File: src/pkg/ffc_regs.svh
`ifndef FFC_REGS_SVH
`define FFC_REGS_SVH
`define FFC_BIAS_SP      16'h007f
`define FFC_BIAS_DP      16'h03ff
`define FFC_BIAS_XP      16'h3fff
`define FFC_EXPW_SP      8
`define FFC_EXPW_DP      11
`define FFC_EXPW_XP      15
`define FFC_FRACW_SP     23
`define FFC_FRACW_DP     52
`define FFC_FRACW_XP     63
`define FFC_BYTES_SP     4'h4
`define FFC_BYTES_DP     4'h8
`define FFC_BYTES_XP     4'ha
`define FFC_XP_INT_BIT   63
`define FFC_XP_FMSB_BIT  62
`endif

File: src/pkg/ffc_pkg.sv
package ffc_pkg;
   typedef enum logic [1:0] {
      FFC_FMT_SP = 2'b00,
      FFC_FMT_DP = 2'b01,
      FFC_FMT_XP = 2'b10
   } ffc_fmt_e;
   typedef enum logic [2:0] {
      FFC_CLS_ZERO   = 3'b000,
      FFC_CLS_DENORM = 3'b001,
      FFC_CLS_NORMAL = 3'b010,
      FFC_CLS_INF    = 3'b011,
      FFC_CLS_SNAN   = 3'b100,
      FFC_CLS_QNAN   = 3'b101,
      FFC_CLS_INDEF  = 3'b110
   } ffc_cls_e;
   // Unpacked operand: significand has the integer bit at bit 63.
   typedef struct packed {
      logic        sign;
      logic [15:0] exp_unb;
      logic [63:0] signif;
   } ffc_unp_s;
   typedef struct packed {
      logic [79:0] data;
      logic [3:0]  nbytes;
   } ffc_mem_s;
endpackage

File: src/rtl/ffc_codec.sv
`timescale 1ns/10ps
`default_nettype none
`include "ffc_regs.svh"
// Summary of operation
// - Exponents are stored biased by 127, 1023 or 16383 per format.
// - Single and double words omit the integer bit, restored on unpack.
// - All-ones exponent with nonzero fraction and fraction MSB 0 is SNaN.
// - Memory images are 4, 8 or 10 consecutive bytes per format.
// - Extended keeps the integer bit at 63, top fraction bit at 62.
// - Restored integer bit is 1 except for zero and denormals.
module ffc_codec #(
   parameter int SP_BYTES = `FFC_BYTES_SP, // Single image size, bytes.
   parameter int DP_BYTES = `FFC_BYTES_DP, // Double image size, bytes.
   parameter int XP_BYTES = `FFC_BYTES_XP  // Extended image size, bytes.
) (
   input  wire logic            clock_in,    // Core clock.
   input  wire logic            resetn_in,   // Async reset, active low.
   input  wire logic            unpack_in,   // Pulse: unpack mem_in.
   input  wire ffc_pkg::ffc_fmt_e fmt_in,    // Operand format.
   input  wire logic [79:0]     mem_in,      // Stored word, low aligned.
   input  wire logic            pack_in,     // Pulse: pack unp_in.
   input  wire ffc_pkg::ffc_unp_s unp_in,    // Unbiased operand.
   output var  ffc_pkg::ffc_unp_s unp_out,   // Unpacked result.
   output var  ffc_pkg::ffc_cls_e cls_out,   // Class of unpacked operand.
   output var  logic            unp_vld_out, // Unpack result valid pulse.
   output var  ffc_pkg::ffc_mem_s mem_out,   // Packed image and size.
   output var  logic            pack_vld_out // Pack result valid pulse.
);
   import ffc_pkg::*;

   // The field slicing is fixed by the three formats, so an image size
   // that differs from the packed width of its format cannot be served.
   if (SP_BYTES != `FFC_BYTES_SP) begin : g_bad_sp
      $error("single image size must be 4 bytes");
   end
   if (DP_BYTES != `FFC_BYTES_DP) begin : g_bad_dp
      $error("double image size must be 8 bytes");
   end
   if (XP_BYTES != `FFC_BYTES_XP) begin : g_bad_xp
      $error("extended image size must be 10 bytes");
   end

   localparam int NFMT = 3;

   // Per-format fields, indexed 0 single, 1 double, 2 extended.
   wire logic        f_sign [NFMT];
   wire logic [15:0] f_exp  [NFMT];
   wire logic [62:0] f_frac [NFMT];
   wire logic        f_ones [NFMT];
   wire logic [15:0] f_bias [NFMT];
   wire logic [79:0] f_img  [NFMT];
   wire logic [3:0]  f_size [NFMT];

   // A cleared integer bit on the pack side means zero or denormal.
   wire logic p_den = !unp_in.signif[63];

   for (genvar gi = 0; gi < NFMT; gi++) begin : g_fmt
      localparam int EW = (gi == 0) ? `FFC_EXPW_SP :
                          (gi == 1) ? `FFC_EXPW_DP :
                          `FFC_EXPW_XP;
      localparam int FW = (gi == 0) ? `FFC_FRACW_SP :
                          (gi == 1) ? `FFC_FRACW_DP :
                          `FFC_FRACW_XP;
      // Only the extended word stores its integer bit, which sits
      // between the exponent and the fraction.
      localparam int IB = (gi == 2) ? 1 : 0;
      localparam int SB = EW + IB + FW;
      localparam logic [15:0] BIAS = (gi == 0) ? `FFC_BIAS_SP :
                                     (gi == 1) ? `FFC_BIAS_DP :
                                     `FFC_BIAS_XP;
      localparam int NB = (gi == 0) ? SP_BYTES :
                          (gi == 1) ? DP_BYTES :
                          XP_BYTES;

      // Unpack side: slice the stored word, fraction left aligned.
      wire logic [EW-1:0] u_exp  = mem_in[SB-1 -: EW];
      wire logic [FW-1:0] u_frac = mem_in[FW-1:0];
      assign f_sign[gi] = mem_in[SB];
      assign f_exp[gi]  = 16'(u_exp);
      assign f_frac[gi] = 63'(u_frac) << (63 - FW);
      assign f_ones[gi] = &u_exp;
      assign f_bias[gi] = BIAS;
      assign f_size[gi] = 4'(NB);

      // Pack side: bias the exponent, then truncate it to the field.
      wire logic [15:0] p_exp = unp_in.exp_unb + BIAS;
      // Extended keeps an explicit integer bit, so a cleared one only
      // forces a zero exponent field at the minimum exponent.
      wire logic p_zero = (IB == 1) ?
                          (p_den && unp_in.exp_unb == 16'h0001 - BIAS) :
                          p_den;
      wire logic [EW-1:0] p_field = p_zero ? '0 : p_exp[EW-1:0];
      if (IB == 1) begin : g_explicit
         assign f_img[gi] = {unp_in.sign,
                             p_field,
                             unp_in.signif};
      end else begin : g_implicit
         // The integer bit is dropped; the fraction is its top bits.
         assign f_img[gi] = 80'({unp_in.sign,
                                 p_field,
                                 unp_in.signif[62 -: FW]});
      end
   end

   // Format index; the unused code is served as extended.
   wire logic [1:0] fidx = (fmt_in == FFC_FMT_SP) ? 2'h0 :
                           (fmt_in == FFC_FMT_DP) ? 2'h1 :
                           2'h2;

   wire logic        in_sign  = f_sign[fidx];
   wire logic [15:0] in_exp   = f_exp[fidx];
   wire logic [62:0] in_frac  = f_frac[fidx];
   wire logic [15:0] in_bias  = f_bias[fidx];
   wire logic        exp_ones = f_ones[fidx];
   wire logic        xp_int   = mem_in[`FFC_XP_INT_BIT];
   wire logic exp_zero = (in_exp == 16'h0000);
   wire logic frac_nz  = |in_frac;
   wire logic frac_msb = in_frac[62];
   wire logic frac_rest_nz = |in_frac[61:0];

   // Integer bit: implied for single and double, stored for extended.
   wire logic int_bit = (fidx == 2'h2) ? xp_int :
                        !exp_zero;

   // Classes are tested in priority order. The indefinite value is also
   // a quiet NaN, so it must be recognised before the general case.
   wire logic cls_inf  = exp_ones && !frac_nz;
   wire logic cls_snan = exp_ones && frac_nz && !frac_msb;
   wire logic cls_indf = exp_ones && in_sign && frac_msb &&
                         !frac_rest_nz;
   wire logic cls_qnan = exp_ones && frac_msb;
   // An extended word with a zero exponent but its integer bit set is
   // reported as a denormal rather than a zero.
   wire logic cls_zero = exp_zero && !frac_nz && !int_bit;
   wire ffc_cls_e next_cls =
      cls_inf  ? FFC_CLS_INF :
      cls_snan ? FFC_CLS_SNAN :
      cls_indf ? FFC_CLS_INDEF :
      cls_qnan ? FFC_CLS_QNAN :
      cls_zero ? FFC_CLS_ZERO :
      exp_zero ? FFC_CLS_DENORM :
      FFC_CLS_NORMAL;

   // Denormals decode with the minimum exponent, one above the zero code.
   wire logic [15:0] eff_exp = exp_zero ? 16'h0001 : in_exp;
   wire ffc_unp_s next_unp = '{sign:    in_sign,
                               exp_unb: eff_exp - in_bias,
                               signif:  {int_bit, in_frac}};

   // Packing does no rounding: low significand bits are truncated.
   wire ffc_mem_s next_mem = '{data:   f_img[fidx],
                               nbytes: f_size[fidx]};

   // The unpack valid pulse follows its request by exactly one edge.
   always_ff @(posedge clock_in or negedge resetn_in) begin
      if (!resetn_in) begin
         unp_vld_out <= 1'b0;
      end else begin
         unp_vld_out <= unpack_in;
      end
   end

   // The pack valid pulse follows its request by exactly one edge.
   always_ff @(posedge clock_in or negedge resetn_in) begin
      if (!resetn_in) begin
         pack_vld_out <= 1'b0;
      end else begin
         pack_vld_out <= pack_in;
      end
   end

   // The unpacked operand holds until the next unpack request.
   always_ff @(posedge clock_in or negedge resetn_in) begin
      if (!resetn_in) begin
         unp_out <= '0;
      end else if (unpack_in) begin
         unp_out <= next_unp;
      end
   end

   // The class is taken on the same edge as the unpacked operand.
   always_ff @(posedge clock_in or negedge resetn_in) begin
      if (!resetn_in) begin
         cls_out <= FFC_CLS_ZERO;
      end else if (unpack_in) begin
         cls_out <= next_cls;
      end
   end

   // The packed image and its size hold until the next pack request.
   always_ff @(posedge clock_in or negedge resetn_in) begin
      if (!resetn_in) begin
         mem_out <= '0;
      end else if (pack_in) begin
         mem_out <= next_mem;
      end
   end
endmodule // ffc_codec
`default_nettype wire

File: config.mk
export PLATFORM = sky130hd
export DESIGN_NAME = ffc_codec
export DESIGN_NICKNAME = d
export VERILOG_FILES = /design/src/pkg/ffc_pkg.sv /design/src/rtl/ffc_codec.sv
export VERILOG_INCLUDE_DIRS = /design/src /design/src/pkg
export SDC_FILE = /design/constraint.sdc
export NUM_CORES = 1
export LEC_CHECK = 0
export BUFFER_PORTS_ARGS = -buffer_cell sky130_fd_sc_hd__clkbuf_2
export CAP_MARGIN = 20
export CORE_ASPECT_RATIO = 1.2
export CORE_MARGIN = 2
export CORE_UTILIZATION = 43
export CTS_BUF_LIST = sky130_fd_sc_hd__clkbuf_2
export DETAILED_ROUTE_END_ITERATION = 8
export PLACE_DENSITY = 0.71
export REMOVE_ABC_BUFFERS = 1
export SYNTH_ARGS = -nofsm -noshare
export SYNTH_HDL_FRONTEND = slang
export SYNTH_SLANG_ARGS = --single-unit
export TNS_END_PERCENT = 10
File: constraint.sdc
create_clock -name clock_in -period 1 [get_ports clock_in]
set_input_delay 0.1 -clock clock_in [delete_from_list [all_inputs] [get_ports clock_in]]
set_output_delay 0.1 -clock clock_in [all_outputs]
set_load 0.02 [all_outputs]
==> impl_metrics.env <==
export IMPL_synth_xor_area_share=0.0176
export IMPL_worst_slew_pin_slew_ps=588
export IMPL_arrival_ps=2990
export IMPL_dp_hpwl_um=27400
export IMPL_whs_path_depth=4
export IMPL_synth_top_family_by_area="compound AO/OA/AOI/OAI gates"
export IMPL_layout_min_cycle_time_ps=2290
export IMPL_syn_inst=1029
export IMPL_synth_simple_gate_area_frac=0.160
export IMPL_drc=0
export IMPL_routed_wl_um=45400
export IMPL_via_per_inst=5.95
export IMPL_tns_ps=-110710
export IMPL_ir_worst_vdd_uv=868
export IMPL_grt_max_degree=71
export IMPL_coreArea_um2=21600
export IMPL_cts_sinks=169
export IMPL_die_h_um=167
export IMPL_ys_warn_count=0
export IMPL_vias=11900
export IMPL_synth_fa_ha_area_frac=0.0233
export IMPL_cts_buffer_depth=2
export IMPL_fillerInstances=1392
export IMPL_placedCellCount=1785
export IMPL_worstSetupStartpointType="input pin"
export IMPL_critPathKind="in2reg"
export IMPL_p_leak_uw=0.00786
export IMPL_final_common_cell="buf_4"
export IMPL_cts_buffers_inserted=17
export IMPL_grt_pass1_wl_um=62300
export IMPL_start_util=0.438
export IMPL_hold_viol=17
export IMPL_die_w_um=139
export IMPL_ant_nets=0
export IMPL_synthDistinctLibCells=59
export IMPL_cts_root_buf="clkbuf_2"
export IMPL_setup_viol=257
export IMPL_layoutNonFillerInstCount=2003
export IMPL_drt_first_pass_iters=6
export IMPL_skew_ps=0
export IMPL_hold_ws_ps=-282
export IMPL_fin_crit_sh=2.29
export IMPL_r2r_cells=3
export IMPL_dieArea_um2=23200
export IMPL_clkSlewWorstSetupHoldPaths_ps=320
export IMPL_area_growth_pct=69.8
export IMPL_synth_sequential_area_ratio=0.447
export IMPL_worst_path_max_fanout=6
export IMPL_cap_viol_max_count=0
export IMPL_drt_initial_drc_count=1244
export IMPL_gp_congestion=0.935
export IMPL_setup_ws_ps=-1290
export IMPL_boundaryPins=337
export IMPL_fp_row_count=59
export IMPL_synth_compound_area_frac=0.167
export IMPL_muxShareOfSynthArea=0.137
export IMPL_violations="negative hold slack, negative setup slack"
export IMPL_rsz0062_at_grt="true"
export IMPL_synth_edf_count=0
export IMPL_grt_remaining_overflow=0
export IMPL_hp_class="in2reg"
export IMPL_netlist_area_um2=9470
export IMPL_cts_tree="built"
export IMPL_maxSlewViolCount=0
export IMPL_route_detailed_wl_per_inst_um=22.6
export IMPL_grt_pass1_vias=11400
export IMPL_synth_ff_type="dfrtp_1"
export IMPL_async_flop_share=1.00
export IMPL_max_slew_margin=0.604
export IMPL_cp_required_ps=1700
export IMPL_drive_gt1_frac=0.437
export IMPL_antenna_found_initial=3
export IMPL_end_kind="flip-flop"
export IMPL_ys_seq_elements=169
export IMPL_nets=1897
export IMPL_clk_latency_ps=780
export IMPL_avgSynthCellArea_um2=9.20
export IMPL_status="complete, but fails checks"
export IMPL_power_per_cell_area_nw_per_um2=1250
export IMPL_port_buffers=335
export IMPL_grt_use_total=0.340
export IMPL_fmax_ghz=0.437
export IMPL_cts_htree_levels=4
export IMPL_final_cell_mix="buf_4, clkbuf_2, dfrtp_1"
-- sequential cells by signal, indices dropped and copies added (netlist names) --
name	cells
unp_out	81
pack_vld_out	1
unp_vld_out	1
mem_out	83
cls_out	3
-- worst paths after layout --
kind                             start     endpoint  slack [ps]
max                          fmt_in[1]  unp_out[76]       -1290
min                         mem_in[41]  unp_out[41]        -280
max reg2reg                mem_out[25]  mem_out[25]         -40
min reg2reg                unp_out[73]  unp_out[73]         510
max in group asynchronous    resetn_in  unp_out[49]         160
min in group asynchronous    resetn_in   mem_out[9]         250
-- Yosys cell counts, types with 6 or more instances --
master	number	area, um2
inv_1	37	139
nor4_1	16	100
a22oi_1	24	180
nand4_1	12	75.1
clkbuf_1	51	191
and3_1	11	68.8
dfrtp_1	169	4230
nor2b_1	6	37.5
a221oi_1	23	201
o21ai_0	113	566
nand2_1	110	413
a21oi_1	45	225
nor2_1	108	405
o22ai_1	15	93.8
buf_2	10	50.1
xor2_1	6	52.6
nand3_1	23	115
xnor2_1	13	114
nand2b_1	6	37.5
mux2_2	65	732
mux2i_1	56	561
o31ai_1	6	45.0
nor3_1	16	80.1
ha_1	16	200
-- kinds of logic (layout without fill, tap and decap cells) --
group | after synthesis | count (layout)
flip-flops | 169 | 169
multiplexers | 121 | 121
adder cells (fa/ha/maj) | 17 | 17
other | 2 | 12
buffers and inverters | 110 | 800
AND/OR/NAND/NOR | 329 | 329
AO/OA/AOI/OAI | 262 | 262
XOR/XNOR | 19 | 19
-- power breakdown --
group / internal [uW] / total (uW) / switching (uW)
registers: 7650 / 8230 / 576
logic: 3630 / 7740 / 4110
clock network: 1070 / 4100 / 3030
total: 12400 / 20100 / 7720
-- layout make-up --
| cell class | count | area (um2) | share of cell area |
|---|---|---|---|
| multi-input combinational | 757 | 5190 | 0.323 |
| clock buffer | 17 | 85.1 | 0.00529 |
| timing repair buffer | 729 | 5890 | 0.367 |
| tap | 274 | 343 | 0.0213 |
| inverter | 39 | 146 | 0.00911 |
| antenna | 3 | 7.51 | 0.000467 |
| sequential | 169 | 4230 | 0.263 |
| clock inverter | 15 | 175 | 0.0109 |
-- routing by layer --
layer,wire length [um],GRT usage,vias to the layer above
li1,-,-,5059
met1,15300,0.393,5630
met2,22200,0.596,968
met3,4670,0.0704,256
met4,3130,0.174,0
met5,0,0,-
-- metrics by stage --
step	setup WS, ps	utilization	hold WS, ps	instance area, um2	power, uW
after global placement	-2390	0.598	5.00	12900	14100
after CTS	-1190	0.696	-332	15100	19000
after detailed placement	-2440	0.598	7.88	12900	14200
after global routing	-1280	0.743	-317	16100	20800
after floorplan	-2030	-	-196	9190	10900
final	-1290	0.743	-282	16100	20100
-- critical path, stage by stage --
cell	delay [ps]
buf_12	110
and2_4	130
or4b_4	540
nor4_4	150
and3_1	210
nor2_1	60
ha_2	190
fa_2	350
nor2b_2	130
o21ai_2	70
a21oi_2	190
o211ai_1	160
buf_4	180
a31oi_1	130
nor2_1	50
o31ai_1	220
-- repair_timing --
| item | in CTS | in global routing |
|---|---|---|
| pin swaps | 15 | 29 |
| resized for setup | 80 | 318 |
| cloned | 3 | 5 |
| buffers inserted | 8 | 29 |
| hold endpoints to repair | 338 | 67 |
| hold buffers | 138 | 6 |
| setup endpoints to repair | 301 | 269 |
Note: power is estimated with default switching activity, not from simulation.
